## config.mk

```make
export PLATFORM = sky130hd
export DESIGN_NAME = can_bus_activity_error_status
export DESIGN_NICKNAME = d
export VERILOG_FILES = /design/src/core/can_status_pkg.sv /design/src/core/can_bus_activity_error_status.sv
export VERILOG_INCLUDE_DIRS = /design/src /design/src/core
export SDC_FILE = /design/constraint.sdc
export NUM_CORES = 1
export LEC_CHECK = 0
export ABC_CLOCK_PERIOD_IN_PS = 2590
export BUFFER_PORTS_ARGS = -buffer_cell sky130_fd_sc_hd__buf_2
export CAP_MARGIN = 20
export CORE_ASPECT_RATIO = 2
export CORE_MARGIN = 3
export CORE_UTILIZATION = 45
export DETAILED_ROUTE_END_ITERATION = 12
export PLACE_DENSITY_LB_ADDON = 0.12
export REMOVE_ABC_BUFFERS = 1
export SLEW_MARGIN = 20
export SYNTH_ARGS = -nofsm -noshare
export SYNTH_HDL_FRONTEND = slang
export SYNTH_SLANG_ARGS = --single-unit
```

## constraint.sdc

```tcl
create_clock -name clock -period 2.59 [get_ports clock]
set_input_delay 0.259 -clock clock [delete_from_list [all_inputs] [get_ports clock]]
set_output_delay 0.259 -clock clock [all_outputs]
set_load 0.005 [all_outputs]
```

## src/core/can_status_cfg.svh

```systemverilog
// constants for the can bus activity and error status block
// Functional notes
// - set bit mismatch flag when sampled bus level differs from driven level
// - reading the status word clears the bit mismatch flag
// - receive activity flag is one while any frame is being received
// - receive activity flag falls by itself once reception ends
// - transmit activity flag is one while any frame is being sent
// - transmit activity flag falls by itself once transmission ends
// - overload flag is one only while sending an overload frame
// - overload flag clears itself when our overload frame ends
// - flag form error on bad fixed fields; cleared by status read
`ifndef CAN_STATUS_CFG_SVH
`define CAN_STATUS_CFG_SVH
`define CSW_OFS 4'h0
`define IRQ_STAT_OFS 4'h4
`define IRQ_MASK_OFS 4'h8
`define CSW_BIT_MISMATCH_FLAG 0
`define CSW_FERR 1
`define CSW_RXA 2
`define CSW_TXA 3
`define CSW_OVL 4
`define IRQ_BIT_MISMATCH_FLAG 0
`define IRQ_FERR 1
`define IRQ_RXEND 2
`define IRQ_TXEND 3
`define IRQ_W 4
`define IRQ_MASK_RST 4'h0
`define IRQ_STAT_RST 4'h0
`define RDATA_RST 32'h0000_0000
`endif

```

## src/core/can_status_pkg.sv

```systemverilog
// types of the can bus activity and error status block
package can_status_pkg;
   typedef enum logic [1:0] {
      st_idle = 2'b01,
      st_ack = 2'b10
   } bus_st_t;

   typedef struct packed {
      bus_st_t st;
      logic waitreq;
      logic [31:0] rdata;
      logic [1:0] snap;
      logic rd_csw;
      logic bit_mismatch_flag;
      logic ferr;
      logic rxa;
      logic txa;
      logic ovl;
      logic rx_meta;
      logic rx_sync;
      logic [3:0] irq_stat;
      logic [3:0] irq_mask;
      logic irq;
   } state_t;

   typedef struct packed {
      logic rx_busy;
      logic tx_busy;
      logic ovl_tx;
      logic bit_sample;
      logic check_en;
      logic drive_bit;
      logic form_err;
   } engine_t;
endpackage

```

## src/core/can_bus_activity_error_status.sv

```systemverilog
// status flags, interrupt and avalon slave of the can controller
//
// Local design decisions: the Avalon-MM interface to the registers and the register offsets.
`timescale 1ns/1ns
`include "can_status_cfg.svh"

module can_bus_activity_error_status
   import can_status_pkg::*;
#(
   parameter int ADDR_W = 4
) (
   // clock and reset
   input wire logic clock,
   input wire logic rst_b,
   // avalon-mm slave
   input wire logic [ADDR_W-1:0] address,
   input wire logic read,
   input wire logic write,
   input wire logic [31:0] writedata,
   input wire logic [3:0] byteenable,
   output logic [31:0] readdata,
   output logic waitrequest,
   // protocol engine, same clock
   input wire engine_t engine,
   // bus receive pin from transceiver
   input wire logic can_rx,
   // interrupt
   output logic irq
);

   initial begin
      if (ADDR_W < 4) begin
         $error("ADDR_W must be at least 4");
      end
   end

   state_t state_q;
   state_t state_d;
   logic mismatch_ev;
   logic rx_end_ev;
   logic tx_end_ev;
   logic [3:0] irq_ev;
   logic [3:0] reg_ofs;
   logic [31:0] csw_val;

   assign reg_ofs = address[3:0];

   // synchronised level only; the engine aligns bit_sample to it
   assign mismatch_ev = engine.bit_sample & engine.check_en
      & (state_q.rx_sync != engine.drive_bit);
   assign rx_end_ev = state_q.rxa & ~engine.rx_busy;
   assign tx_end_ev = state_q.txa & ~engine.tx_busy;

   always_comb begin
      irq_ev = `IRQ_STAT_RST;
      irq_ev[`IRQ_BIT_MISMATCH_FLAG] = mismatch_ev;
      irq_ev[`IRQ_FERR] = engine.form_err;
      irq_ev[`IRQ_RXEND] = rx_end_ev;
      irq_ev[`IRQ_TXEND] = tx_end_ev;
   end

   always_comb begin
      csw_val = `RDATA_RST;
      csw_val[`CSW_BIT_MISMATCH_FLAG] = state_q.bit_mismatch_flag;
      csw_val[`CSW_FERR] = state_q.ferr;
      csw_val[`CSW_RXA] = state_q.rxa;
      csw_val[`CSW_TXA] = state_q.txa;
      csw_val[`CSW_OVL] = state_q.ovl;
   end

   always_comb begin
      state_d = state_q;
      state_d.rx_meta = can_rx;
      state_d.rx_sync = state_q.rx_meta;
      // activity flags are plain copies of engine levels
      state_d.rxa = engine.rx_busy;
      state_d.txa = engine.tx_busy;
      state_d.ovl = engine.ovl_tx;
      // only snapshot bits are cleared; new events win
      state_d.bit_mismatch_flag = state_q.bit_mismatch_flag;
      state_d.ferr = state_q.ferr;
      state_d.irq_stat = state_q.irq_stat;
      unique case (state_q.st)
         st_idle: begin
            if (read | write) begin
               state_d.st = st_ack;
               state_d.waitreq = 1'b0;
               state_d.rd_csw = read & (reg_ofs == `CSW_OFS);
               state_d.snap = {state_q.ferr, state_q.bit_mismatch_flag};
               if (!read) begin
                  state_d.rdata = `RDATA_RST;
               end else if (reg_ofs == `CSW_OFS) begin
                  state_d.rdata = csw_val;
               end else if (reg_ofs == `IRQ_STAT_OFS) begin
                  state_d.rdata = {28'h0000000, state_q.irq_stat};
               end else if (reg_ofs == `IRQ_MASK_OFS) begin
                  state_d.rdata = {28'h0000000, state_q.irq_mask};
               end else begin
                  state_d.rdata = `RDATA_RST;
               end
            end
         end
         st_ack: begin
            state_d.st = st_idle;
            state_d.waitreq = 1'b1;
            state_d.rd_csw = 1'b0;
            if (state_q.rd_csw) begin
               state_d.bit_mismatch_flag = state_q.bit_mismatch_flag & ~state_q.snap[0];
               state_d.ferr = state_q.ferr & ~state_q.snap[1];
            end
            if (write && byteenable[0]) begin
               if (reg_ofs == `IRQ_STAT_OFS) begin
                  state_d.irq_stat = state_q.irq_stat
                     & ~writedata[`IRQ_W-1:0];
               end
               if (reg_ofs == `IRQ_MASK_OFS) begin
                  state_d.irq_mask = writedata[`IRQ_W-1:0];
               end
            end
         end
         default: begin
            state_d.st = st_idle;
            state_d.waitreq = 1'b1;
         end
      endcase
      state_d.bit_mismatch_flag = state_d.bit_mismatch_flag | mismatch_ev;
      state_d.ferr = state_d.ferr | engine.form_err;
      state_d.irq_stat = state_d.irq_stat | irq_ev;
      state_d.irq = |(state_d.irq_stat & state_d.irq_mask);
   end

   always_ff @(posedge clock) begin
      if (!rst_b) begin
         state_q.st <= st_idle;
         state_q.waitreq <= 1'b1;
         state_q.rdata <= `RDATA_RST;
         state_q.snap <= 2'b00;
         state_q.rd_csw <= 1'b0;
         state_q.bit_mismatch_flag <= 1'b0;
         state_q.ferr <= 1'b0;
         state_q.rxa <= 1'b0;
         state_q.txa <= 1'b0;
         state_q.ovl <= 1'b0;
         state_q.rx_meta <= 1'b1;
         state_q.rx_sync <= 1'b1;
         state_q.irq_stat <= `IRQ_STAT_RST;
         state_q.irq_mask <= `IRQ_MASK_RST;
         state_q.irq <= 1'b0;
      end else begin
         state_q <= state_d;
      end
   end

   assign readdata = state_q.rdata;
   assign waitrequest = state_q.waitreq;
   assign irq = state_q.irq;
endmodule // can_bus_activity_error_status

```

Word-level counts from Yosys, hierarchy flattened
Index checks and enable logic that the tools add are counted.
{ "word_totals": {"inputBits": 52, "ff_bits": 54, "wordCells": 58} }
{ "op_classes": {"mux": 12, "eq_ne": 6, "n_reduce_logical": 7, "bitwise_logic": 18} }
{ "ops": {"columns": ["operator", "count"], "rows": [
  ["two-way mux 32 bit", 3],
  ["two-way mux 8 bit", 2],
  ["two-way mux 4 bit", 3],
  ["bitwise AND 4 bit", 2],
  ["bitwise AND 1 bit", 7],
  ["AND reduction 2 bit", 3],
  ["equality test 4 x 3 -> 1 bit (second input constant)", 1],
  ["equality test 4 bit (second input constant)", 1],
  ["zero test 4 bit", 1],
  ["two-way mux 2 bit", 2],
  ["NOT 1 bit", 4],
  ["NOT 4 bit", 1],
  ["bitwise OR 4 bit", 1],
  ["OR reduction 4 bit", 1],
  ["bitwise OR 1 bit", 3],
  ["equality test 2 x 1 -> 1 bit (second input constant)", 1],
  ["equality test 2 bit (second input constant)", 1],
  ["inequality test 2 bit (second input constant)", 1],
  ["case mux 1 bit (2 select lines)", 1],
  ["nonzero test 2 bit", 1],
  ["logical AND 1 bit", 1],
  ["two-way mux 1 bit", 1],
  ["inequality test 1 bit", 1]
]} }

Depth between registers and ports, before layout
{ "logic_depth": {"ltp_word": 8, "depth_mapped": 6, "mapped_depth_nobuf": 5} }

Worst setup path before layout
Ideal clock, no wire load.
{ "synth_path": {"path_kind": "register to register", "startpoint": "register state_q[52] in the netlist's numbering", "endpoint": "register irq (netlist name)", "path_stages_with_launch": 7, "required_time_ns": 2.456, "period_less_slack_ns": 1.709, "arrival_time_ns": 1.575, "slack_ns": 0.881, "n_path_buf": 1, "setup_ns": 0.134, "path_cell_list": "dfxtp_1 > and4b_1 > buf_2 > nand3_2 > mux2i_1 > nor3_1 > or4_1"} }
{ "synth_via": {"elab_chain_len": 5} }
{ "synth_rtl": {"columns": ["element", "line_no", "text"], "rows": [
  ["from (decl)", "can_bus_activity_error_status.sv:37", "state_t state_q;"],
  ["from (signal assigned)", "can_bus_activity_error_status.sv:150", "state_q <= state_d;"],
  ["equality test 2 bit (*)", "can_bus_activity_error_status.sv:83", "unique case (state_q.st)"],
  ["two-way mux 8 bit (*)", "can_bus_activity_error_status.sv:83", null],
  ["bitwise OR 4 bit", "can_bus_activity_error_status.sv:128", "state_d.irq_stat = state_d.irq_stat | irq_ev;"],
  ["bitwise AND 4 bit (*)", "can_bus_activity_error_status.sv:129", "state_d.irq = |(state_d.irq_stat & state_d.irq_mask);"],
  ["OR reduction 4 bit (*)", "can_bus_activity_error_status.sv:129", null]
]} }
Mark *: on every way between the ends. The rest lies on a longest branch, timed or not.
A chain may end at the register's enable or synchronous reset.

Worst setup path in the final report
{ "layout_path": {"startpoint": "register state_q[52] in the netlist's numbering", "endpoint": "register irq (netlist name)"} }
{ "layout_via": {"elab_chain_len": 5} }
{ "layout_rtl": {"columns": ["element", "line_no"], "rows": [
  ["equality test 2 bit (*)", "can_bus_activity_error_status.sv:83"],
  ["two-way mux 8 bit (*)", "can_bus_activity_error_status.sv:83"],
  ["bitwise OR 4 bit", "can_bus_activity_error_status.sv:128"],
  ["bitwise AND 4 bit (*)", "can_bus_activity_error_status.sv:129"],
  ["OR reduction 4 bit (*)", "can_bus_activity_error_status.sv:129"]
]} }
Marked as above.

==> run_results.csv <==
group,metric,value,unit
run_status,outcome,"complete, no violations",
synth,synth_top_area_cell,"dfxtp_1",
global_route,grt_first_pass_wirelength,4500,um
cts,cts-root-buf,"clkbuf_8",
synth,syn-cell-area,0.00135,mm2
cells_and_area,antenna_cells,0,
cells_and_area,nets,230,
sta,whs,0.169,ns
floorplanning,initial_core_util,48.3,%
hold_path,hp-start,"can_rx",
floorplanning,dieHeight,83.6,um
cts,clk_path_buf_depth,2,
synth,async_reset_ff_share,0,%
setup_path,critPathMaxFanout,6,
placement,io_buffer_count,27,
sta,max-slew-margin-rel,49.6,%
setup_path,r2r-start,"state_q[52]$_SDFFE_PN1P_",
routing,drc_errors,0,
synth,synthDistinctLibCells,31,
routing,dr.pass1.iters,4,
hold_path,hold_class,"in -> reg",
setup_path,startpoint,"state_q[52]$_SDFFE_PN1P_",
cells_and_area,area_delta_synth_final,4.16,%
flow_run,cap_violations,0,
placement,gp_congestion,0.801,
cells_and_area,design_area,0.00141,mm2
setup_path,cp-start-kind,"register",
floorplanning,core-area,0.00280,mm2
synth,syn_inst,155,
synth,synth_common_cells,"32 x buf_4, 26 x dfxtp_1, 16 x nor2_1, 8 x nand2b_1, 8 x nand3_1",
cts,cts_buffers,3,
sta,finalHoldViolCount,0,
cells_and_area,fillerInstances,295,
setup_path,worst_setup_path_end_kind,"register",
sta,maxSlewViolCount,0,
synth,ys.warnings.count,0,
global_route,grt_max_degree,15,
placement,placed_cell_area,0.00137,mm2
floorplanning,dieArea,0.00374,mm2
global_route,overflow,0,
synth,synth.most_common_cell,"buf_4",
setup_path,cp.arrival,2.11,ns
routing,wirelength,2760,um
synth,avgSynthCellArea,8.73,um2
routing,wire_per_inst,13.5,um
cts,tritoncts,"built",
floorplanning,std_cell_rows,27,
sta,worst_slack,0.613,ns
sta,worst_pin_slew,0.751,ns
global_route,grt_pass1_vias,992,
sta,clock_skew,0.00284,ns
power_and_ir_drop,ir_worst_vdd,306,uV
power_and_ir_drop,powerDensity,526,mW/mm2
setup_path,required,2.73,ns
cts,clock-sinks,26,
cells_and_area,final_layout_size_suffix_gt1_share,20.5,%
routing,antenna_left,0,
cts,cts_resized,0,
routing,initialDrtViolationCount,19,
sta,finalCritPeriodShare,76.3,%
floorplanning,die_w,44.8,um
sta,min_period,1.98,ns
sta,rsz0062_at_grt,"false",
routing,vias_per_cell,4.96,
global_route,grt.total_usage,16.0,%
synth,netlist_top_cells_area,"dfxtp_1 38%, buf_4 18%, mux2i_1 4.4%, nor2_1 4.4%, a32oi_1 3.9%",
power_and_ir_drop,power_leakage,0.640,nW
synth,synth-seq-cells,26,
cts,insertion_delay,0.27,ns
placement,place_hpwl,2220,um
routing,vias,1016,
sta,fmax,506,MHz
cts,cts.clk_slew.worst_paths,0.08,ns
placement,pre_cts_slack,0.596,ns
synth,ys.flop_type,"dfxtp_1",
synth,synth_top_area_share,38.4,%
sta,final.setup.tns,0,ns
sta,setup_viol,0,
synth,synth_edf_count,0,
cts,post-cts-setup-buffers,0,
synth,ys_seq_area_share,38.4,%
global_route,antenna_found_initial,0,
floorplanning,ios,86,
cts,cts.hold.buffers_added,0,
cts,htree_levels,1,
setup_path,path_class,"reg -> reg",
[state kept, by name, indices dropped and copies added, names as in the netlist]
| signal | flops |
|---|---|
| state_d | 1 |
| csw_val | 5 |
| irq | 1 |
| readdata | 5 |
| state_q | 14 |
[path summary, 6_finish.rpt]
kind	to	slack (ns)	cells after the start
hold / removal	state_d[9]$_SDFF_PN1_	0.17	2
setup reg to reg	irq$_SDFF_PN0_	0.61	5
hold reg to reg	state_q[9]$_SDFF_PN1_	0.42	1
setup / recovery	irq$_SDFF_PN0_	0.61	5
[metal layers]
layer | global-route usage, % | wire (um) | vias up
met4 | 6.40 | 51 | 0
met1 | 15.9 | 1010 | 465
li1 | - | - | 512
met2 | 30.5 | 1560 | 34
met3 | 2.16 | 137 | 5
met5 | 0 | 0 | -
[power by group]
group,internal (mW),switching (mW),leakage [nW]
sequential,0.415,0.00866,0.213
clock,0.104,0.117,0.0216
combinational,0.0371,0.0588,0.405
total,0.556,0.185,0.640
[metrics by stage]
step	utilization, %	power [mW]	instances
3_3_place_gp	48.8	0.526	202
2_1_floorplan	-	0.484	144
4_1_cts	50.3	0.748	205
5_1_grt	50.3	0.778	205
3_5_place_dp	48.8	0.529	202
6_report	50.3	0.741	205
[logic make-up (layout without fill, tap and decap cells)]
| logic type | after synthesis | after routing | share of synthesized area, % |
|---|---|---|---|
| AO/OA/AOI/OAI | 19 | 19 | 9.61 |
| XOR/XNOR | 1 | 1 | 0.647 |
| buffers and inverters | 43 | 38 | 21.5 |
| flip-flops | 26 | 26 | 38.4 |
| multiplexers | 6 | 6 | 4.44 |
| other | 1 | 27 | 0.277 |
| AND/OR/NAND/NOR | 59 | 59 | 25.0 |
[cells in the final DEF, fill, tap and decap left out]
master and n:
a21oi_1 5, a21oi_2 1, a221oi_1 1, a32oi_1 6, and2_1 3, and4b_1 1, buf_2 27, buf_4 2
clkbuf_8 3, conb_1 27, dfxtp_1 26, inv_1 6, mux2i_1 6, nand2_1 5, nand2b_1 8, nand3_1 8
nand3_2 1, nand3b_1 1, nand4_1 1, nor2_1 16, nor2b_1 7, nor3_1 4, nor3_4 1, nor4_1 1
nor4b_4 1, o21ai_0 1, o21ai_1 1, o22ai_1 4, or4_1 1, xor2_1 1
[cell type report]
type | instances | area, um2 | area share, %
Clock buffer | 3 | 41.3 | 2.93
Inverter | 6 | 22.5 | 1.60
Multi-Input combinational cell | 112 | 639 | 45.3
Sequential cell | 26 | 520 | 36.9
Tap cell | 29 | 36.3 | 2.57
Timing Repair Buffer | 29 | 150 | 10.6
[worst max-delay path, stage by stage (launching register included)]
cell and delay (ns):
dfxtp_1 0.33, and4b_1 0.44, nand3_2 0.24, mux2i_1 0.23, nor3_1 0.06, or4_1 0.54
Note: power is estimated with default switching activity, not from simulation.
